==> src/clds_pkg.sv <==
// Operation
// (RULE1) bits 5,4 show live detect and lock
// (RULE2) lock flag works only with enable bit 1
// (RULE3) lock flag sets on lock rising edge
// (RULE4) lock flag holds until status read
// (RULE5) detect flag works only with enable bit 0
// (RULE6) detect flag sets on any detect change
// (RULE7) disabled flag never sets; both clear on read
package clds_pkg;
  localparam logic [7:0] CLDS_ADDR_STATUS  = 8'h78;
  localparam logic [7:0] CLDS_ADDR_ENABLE  = 8'h79;
  localparam logic [7:0] CLDS_STATUS_RESET = 8'h00;
  localparam logic [7:0] CLDS_ENABLE_RESET = 8'h10;
  localparam int CLDS_BIT_DETECT_STATE = 5;
  localparam int CLDS_BIT_LOCK_STATE   = 4;
  localparam int CLDS_BIT_LOCK_FLAG    = 3;
  localparam int CLDS_BIT_DETECT_FLAG  = 2;
  localparam int CLDS_BIT_EN_LOCK      = 1;
  localparam int CLDS_BIT_EN_DETECT    = 0;

  // register access request from the management port
  typedef struct packed {
    logic       rd;
    logic       wr;
    logic [7:0] addr;
    logic [7:0] wdata;
  } clds_req_t;
endpackage

==> src/clds_status.sv <==
module clds_status
  import clds_pkg::*;
(
  input  wire logic       mclk,
  input  wire logic       rst,
  input  wire clds_req_t  req,
  output logic [7:0]      rdata,
  input  wire logic       signal_detect_in,
  input  wire logic       recovery_lock_in
);

  // strobe aimed at one register of this block
  function automatic logic reg_hit(
    input logic       strobe,
    input logic [7:0] addr,
    input logic [7:0] target
  );
    return strobe && (addr == target);
  endfunction

  // low-to-high step between two samples of a level
  function automatic logic level_rose(
    input logic now_level,
    input logic last_level
  );
    return now_level && !last_level;
  endfunction

  // any step between two samples of a level
  function automatic logic level_moved(
    input logic now_level,
    input logic last_level
  );
    return now_level != last_level;
  endfunction

  // status byte: live state on top, sticky flags below, spare bits zero
  function automatic logic [7:0] status_byte(
    input logic det_state,
    input logic lock_state,
    input logic lock_flag,
    input logic det_flag
  );
    logic [7:0] b;
    b                        = 8'h00;
    b[CLDS_BIT_DETECT_STATE] = det_state;
    b[CLDS_BIT_LOCK_STATE]   = lock_state;
    b[CLDS_BIT_LOCK_FLAG]    = lock_flag;
    b[CLDS_BIT_DETECT_FLAG]  = det_flag;
    return b;
  endfunction

  // synchroniser stages for the two live pins
  logic [1:0] det_sync_q,           det_sync_d;
  logic [1:0] lock_sync_q,          lock_sync_d;

  // last synchronised level, for edge detection
  logic       det_prev_q,           det_prev_d;
  logic       lock_prev_q,          lock_prev_d;

  // software-visible state
  logic       lock_gain_flag_q,     lock_gain_flag_d;
  logic       detect_change_flag_q, detect_change_flag_d;
  logic [7:0] enable_q,             enable_d;
  logic [7:0] rdata_q,              rdata_d;

  // decoded strobes and events
  logic       signal_detect_state;
  logic       recovery_lock_state;
  logic       status_rd;
  logic       enable_rd;
  logic       enable_wr;
  logic       lock_gain_evt;
  logic       detect_change_evt;

  // only the second stage feeds logic
  assign signal_detect_state = det_sync_q[1];
  assign recovery_lock_state = lock_sync_q[1];

  // register decode
  assign status_rd = reg_hit(req.rd, req.addr, CLDS_ADDR_STATUS);
  assign enable_rd = reg_hit(req.rd, req.addr, CLDS_ADDR_ENABLE);
  assign enable_wr = reg_hit(req.wr, req.addr, CLDS_ADDR_ENABLE);

  // (RULE2) lock event gating
  // (RULE7) disabled flag stays put
  assign lock_gain_evt = enable_q[CLDS_BIT_EN_LOCK] && level_rose(recovery_lock_state, lock_prev_q);

  // (RULE5) detect event gating
  assign detect_change_evt = enable_q[CLDS_BIT_EN_DETECT] && level_moved(signal_detect_state, det_prev_q);

  // read data leaves from its register
  assign rdata = rdata_q;

  // detect pin synchroniser, next value
  always_comb begin
    det_sync_d = {det_sync_q[0], signal_detect_in};
  end

  // detect pin synchroniser, register
  always_ff @(posedge mclk) begin
    if (rst) begin
      det_sync_q <= 2'h0;
    end else begin
      det_sync_q <= det_sync_d;
    end
  end

  // lock pin synchroniser, next value
  always_comb begin
    lock_sync_d = {lock_sync_q[0], recovery_lock_in};
  end

  // lock pin synchroniser, register
  always_ff @(posedge mclk) begin
    if (rst) begin
      lock_sync_q <= 2'h0;
    end else begin
      lock_sync_q <= lock_sync_d;
    end
  end

  // previous levels, next value
  always_comb begin
    det_prev_d  = signal_detect_state;
    lock_prev_d = recovery_lock_state;
  end

  // previous levels; a pin high at reset release reads as an event
  always_ff @(posedge mclk) begin
    if (rst) begin
      det_prev_q  <= 1'b0;
      lock_prev_q <= 1'b0;
    end else begin
      det_prev_q  <= det_prev_d;
      lock_prev_q <= lock_prev_d;
    end
  end

  // enable register, next value
  always_comb begin
    enable_d = enable_q;
    if (enable_wr) begin
      enable_d = req.wdata;
    end
  end

  // enable register
  always_ff @(posedge mclk) begin
    if (rst) begin
      enable_q <= CLDS_ENABLE_RESET;
    end else begin
      enable_q <= enable_d;
    end
  end

  // lock flag, next value
  always_comb begin
    lock_gain_flag_d = lock_gain_flag_q;
    // (RULE4) cleared only by status read
    if (status_rd) begin
      lock_gain_flag_d = 1'b0;
    end
    // (RULE3) set on new lock; set wins
    if (lock_gain_evt) begin
      lock_gain_flag_d = 1'b1;
    end
  end

  // lock flag
  always_ff @(posedge mclk) begin
    if (rst) begin
      lock_gain_flag_q <= CLDS_STATUS_RESET[CLDS_BIT_LOCK_FLAG];
    end else begin
      lock_gain_flag_q <= lock_gain_flag_d;
    end
  end

  // detect flag, next value
  always_comb begin
    detect_change_flag_d = detect_change_flag_q;
    // (RULE7) clears like lock flag
    if (status_rd) begin
      detect_change_flag_d = 1'b0;
    end
    // (RULE6) set on detect change
    // a change in the read cycle wins over the clear
    if (detect_change_evt) begin
      detect_change_flag_d = 1'b1;
    end
  end

  // detect flag
  always_ff @(posedge mclk) begin
    if (rst) begin
      detect_change_flag_q <= CLDS_STATUS_RESET[CLDS_BIT_DETECT_FLAG];
    end else begin
      detect_change_flag_q <= detect_change_flag_d;
    end
  end

  // read data, next value; held between reads
  always_comb begin
    rdata_d = rdata_q;
    if (req.rd) begin
      rdata_d = 8'h00; // unmapped reads give zero
      // (RULE1) live state bits
      if (status_rd) begin
        rdata_d = status_byte(signal_detect_state, recovery_lock_state,
                              lock_gain_flag_q, detect_change_flag_q);
      end
      if (enable_rd) begin
        rdata_d = enable_q;
      end
    end
  end

  // read data register
  always_ff @(posedge mclk) begin
    if (rst) begin
      rdata_q <= 8'h00;
    end else begin
      rdata_q <= rdata_d;
    end
  end
endmodule

==> config.mk <==
export PLATFORM = sky130hd
export DESIGN_NAME = clds_status
export DESIGN_NICKNAME = d
export VERILOG_FILES = /design/src/clds_pkg.sv /design/src/clds_status.sv
export SDC_FILE = /design/constraint.sdc
export NUM_CORES = 1
export LEC_CHECK = 0
export BUFFER_PORTS_ARGS = -buffer_cell sky130_fd_sc_hd__buf_2
export CAP_MARGIN = 20
export CORE_UTILIZATION = 30
export DETAILED_ROUTE_END_ITERATION = 16
export PLACE_DENSITY = 0.59
export SLEW_MARGIN = 20
export SYNTH_ARGS = -nofsm -noshare
export SYNTH_HDL_FRONTEND = slang
export SYNTH_SLANG_ARGS = --single-unit
==> constraint.sdc <==
create_clock -name mclk -period 1.4 [get_ports mclk]
set_input_delay 0.14 -clock mclk [delete_from_list [all_inputs] [get_ports mclk]]
set_output_delay 0.14 -clock mclk [all_outputs]
set_load 0.005 [all_outputs]
-- After elaboration in Yosys (flattened, before gate mapping)
Index checks and enable logic that the tools add are counted.
- logic and storage cells: 25
- flip-flop bits (word level): 24
- input port bits: 22
- muxes and demuxes: 5
- equal/unequal tests: 3
- reductions and logical operators: 9
- operator list (cell ; count):
    $eq A8 B7 Y1 const B ; 2
    $mux W8 ; 1
    $logic_and A1 B1 Y1 ; 6
    $mux W6 ; 1
    $reduce_bool A2 Y1 ; 2
    $mux W1 ; 3
    $logic_not A1 Y1 ; 1
    $ne A1 B1 Y1 ; 1

-- Depth between registers and ports, before layout
- word-level depth: 4
- gate-level depth with buffers: 3

-- Least setup slack after synthesis
Ideal clock, no wire load.
- kind: input -> register
- from: input port req[9] (netlist bit)
- to: register enable_q[0]
- setup time: 72 ps
- required time: 1328 ps
- path slack: 339 ps
- stages: 3
- arrival: 990 ps
- cells stage by stage: nand4bb_4 > nor3_4 > mux2i_1
- cells in the longest elaborated chain, start to end: 2
- ends and longest elaborated chain (element ; RTL line ; source):
    from (decl) ; clds_status.sv:6 ; input wire clds_req_t req,
    $eq A8 B7 Y1 ; clds_status.sv:18 ; return strobe && (addr == target);
    $logic_and A1 B1 Y1 ; clds_status.sv:18 ;
    to (signal assigned) ; clds_status.sv:153 ; enable_q <= enable_d;
    to (decl) ; clds_status.sv:64 ; logic [7:0] enable_q, enable_d;
Every way passes these cells.
A chain may end at the register's enable or synchronous reset.

-- Worst setup path in the final report
- from: register enable_q[2]
- to: register rdata_q[2] (netlist: rdata[2])
- cells in the longest elaborated chain, start to end: 1
- ends and longest elaborated chain (element ; RTL line ; source):
    $mux W8 ; clds_status.sv:212 ; if (enable_rd) begin
    to (signal assigned) ; clds_status.sv:223 ; rdata_q <= rdata_d;
    to (decl) ; clds_status.sv:65 ; logic [7:0] rdata_q, rdata_d;
Every way passes these cells.

==> impl_metrics.py <==
metrics = {
    "run_status": {
        "status": "complete, no violations",
    },
    "clocking": {
        "cts_setup_buffers": 0,
        "cts_tree": "built",
        "clock_path_buffers": 2,
        "cts_root_buffer": "clkbuf_4",
        "path_clk_slew_ps": 130,
        "numCtsBuffers": 3,
        "ctsHoldBuffers": 0,
        "clock_latency_ps": 310,
        "cts-resized-gates": 0,
        "clock-sinks": 24,
        "htree_levels": 1,
    },
    "layout": {
        "drive_gt1_share_pct": 36.4,
        "nNetsFinal": 144,
        "fin_area_um2": 1240,
        "layoutNonFillerInstCount": 165,
        "antenna_cells": 0,
        "syn_to_final_growth_pct": 26.0,
    },
    "setup_path": {
        "crit_family": "flip-flops",
        "worstPathMaxFanout": 2,
        "critPathBufInv": 0,
        "r2r-start": "enable_q[2]$_SDFFE_PP0P_",
        "worstRegToRegCells": 3,
        "rrSetupSlack_ps": 430,
        "path_class": "reg2reg",
        "end_kind": "flip-flop",
        "path_cells": "mux2_2 -> a32oi_1 -> nor2_1",
        "startpoint_type": "flip-flop",
        "worstReg2RegEnd": "rdata[2]$_SDFFE_PP0P_",
        "worstPathRequired_ps": 1610,
        "cpPeakStageDelay_ps": 340,
        "crit_slowest_cell": "dfxtp_1",
        "critPathArrivalTime_ps": 1180,
        "path_depth": 3,
    },
    "detailed_routing": {
        "drtPass1Iterations": 3,
        "drt_iter0_markers": 12,
        "drc": 0,
        "wl_per_cell_um": 12.0,
        "wl_mm": 1.97,
        "num_vias": 732,
        "avgViaCountPerCell": 4.44,
        "ant_nets": 0,
    },
    "synth": {
        "syn_nets": 111,
        "yosysTopAreaCellShare_pct": 48.7,
        "synth_async_sr_flop_share_pct": 0,
        "netlist_area_um2": 987,
        "synth_flop_cell": "dfxtp_1",
        "ys_ff_latch": 24,
        "yosysWarnings": 0,
        "synth_common_cells": "24 x dfxtp_1, 15 x nand2b_1, 8 x mux2i_1",
        "yosys-top-cells-area": "dfxtp_1 49%, nand2b_1 9.5%, mux2i_1 8.1%",
        "synth_top_cell_by_area": "dfxtp_1",
        "ys_seq_area_share_pct": 48.7,
        "synth_edf_count": 0,
        "synthDistinctLibCells": 20,
        "synth_area_per_cell_um2": 11.1,
        "synthCells": 89,
        "yosysMostFrequentCell": "dfxtp_1",
    },
    "global_routing": {
        "grt_usage_pct": 12.5,
        "grt_antenna_before_repair": 0,
        "grt_pass1_vias": 763,
        "overflow": 0,
        "grt_pass1_wl_mm": 3.24,
        "grt_max_degree": 21,
    },
    "sta": {
        "fin_skew_ps": 6.27,
        "hold_viol": 0,
        "worst-slew-pin-transition_ps": 423,
        "relSlewSlack_pct": 71.6,
        "min_period_ps": 966,
        "drv_slew": 0,
        "max_freq_mhz": 1030,
        "fin_setup_tns_ps": 0,
        "rsz0062_at_grt": "false",
        "fin_crit_sh_pct": 69.0,
        "setup_slack_ps": 434,
        "setup_violations": 0,
    },
    "placed_design": {
        "dpl_worst_slack_ps": 234,
        "gp_congestion": 0.764,
        "dp_cells": 161,
        "portBuffers": 29,
        "place_area_um2": 1190,
        "dp_hpwl_mm": 1.53,
    },
    "worst_hold_path": {
        "hp-class": "in2reg",
        "min_path_cells": 2,
        "whs_endpoint": "det_sync_q[0]$_SDFF_PP0_",
        "holdCritStartpoint": "signal_detect_in",
    },
    "die": {
        "core_area_um2": 3080,
        "die_w_um": 59.4,
        "initial_utilization_pct": 32.1,
        "die_h_um": 59.4,
        "floorplan.rows": 20,
        "die_area_um2": 3520,
        "ioPinCount": 30,
    },
    "power": {
        "power_density_nw_per_um2": 1030,
        "p_leak_nw": 0.508,
        "ir_drop_uv": 580,
    },
    "run": {
        "cap_violations": 0,
    },
}
-- cell usage in the layout (no fill, tap or decap), drive strengths merged, types with 2 or more instances in the layout --
| cell | count |
|---|---|
| nor2b | 6 |
| mux2i | 8 |
| buf | 31 |
| a22o | 4 |
| o32ai | 2 |
| nor2 | 7 |
| dfxtp | 24 |
| nand2b | 15 |
| mux2 | 4 |
| a32oi | 4 |
| inv | 3 |
| clkbuf | 3 |
-- sequential cells by signal, summed over array words and instances, names as in the netlist --
register,flops
lock_gain_flag_q,1
det_prev_q,1
detect_change_flag_q,1
lock_prev_q,1
enable_q,8
lock_sync_q,2
rdata,8
det_sync_q,2
-- through the flow --
step	power (mW)	utilization, %	hold slack (ps)
6_report	1.28	40.4	24.4
5_1_grt	1.34	40.4	19.3
4_1_cts	1.30	40.4	16.4
3_5_place_dp	0.802	38.7	361
3_3_place_gp	0.798	38.7	355
2_1_floorplan	0.754	-	268
-- cell families after synthesis --
| group | Yosys count | synth area share [%] |
|---|---|---|
| compound gates | 10 | 8.87 |
| mux | 12 | 12.7 |
| buf+inv | 6 | 2.28 |
| flops | 24 | 48.7 |
| simple gates | 36 | 26.6 |
| xor+xnor | 1 | 0.887 |
-- worst max path at each step --
stage                     slack (ps)                       from                  endpoint
after floorplan                  340                     req[9]  enable_q[0]$_SDFFE_PP0P_
after global placement           260                     req[9]  enable_q[5]$_SDFFE_PP0P_
after detailed placement         230                     req[9]     rdata[7]$_SDFFE_PP0P_
after CTS                        430   det_sync_q[1]$_SDFF_PP0_     rdata[5]$_SDFFE_PP0P_
after global routing             360  lock_sync_q[1]$_SDFF_PP0_     rdata[4]$_SDFFE_PP0P_
final                            430   enable_q[2]$_SDFFE_PP0P_     rdata[2]$_SDFFE_PP0P_
-- cell type report --
| cell class | count | area [um2] |
|---|---|---|
| Inverter | 3 | 11.3 |
| Clock buffer | 3 | 22.5 |
| Timing Repair Buffer | 31 | 160 |
| Multi-Input combinational cell | 59 | 484 |
| Clock inverter | 1 | 30.0 |
| Fill cell | 307 | 1830 |
| Sequential cell | 24 | 480 |
| Tap cell | 44 | 55.1 |
-- power breakdown --
part / internal [mW] / switching [mW] / total, mW
logic: 0.0485 / 0.0439 / 0.0924
clock network: 0.289 / 0.209 / 0.498
registers: 0.690 / 0.00284 / 0.693
-- per-layer routing --
layer  global-route usage, %  part of all wire, %
met5                       0                    0
met4                    2.04                    0
met3                    4.59                  3.3
met2                    20.1                   47
met1                    16.3                   49
(Power assumes the default switching activity.)
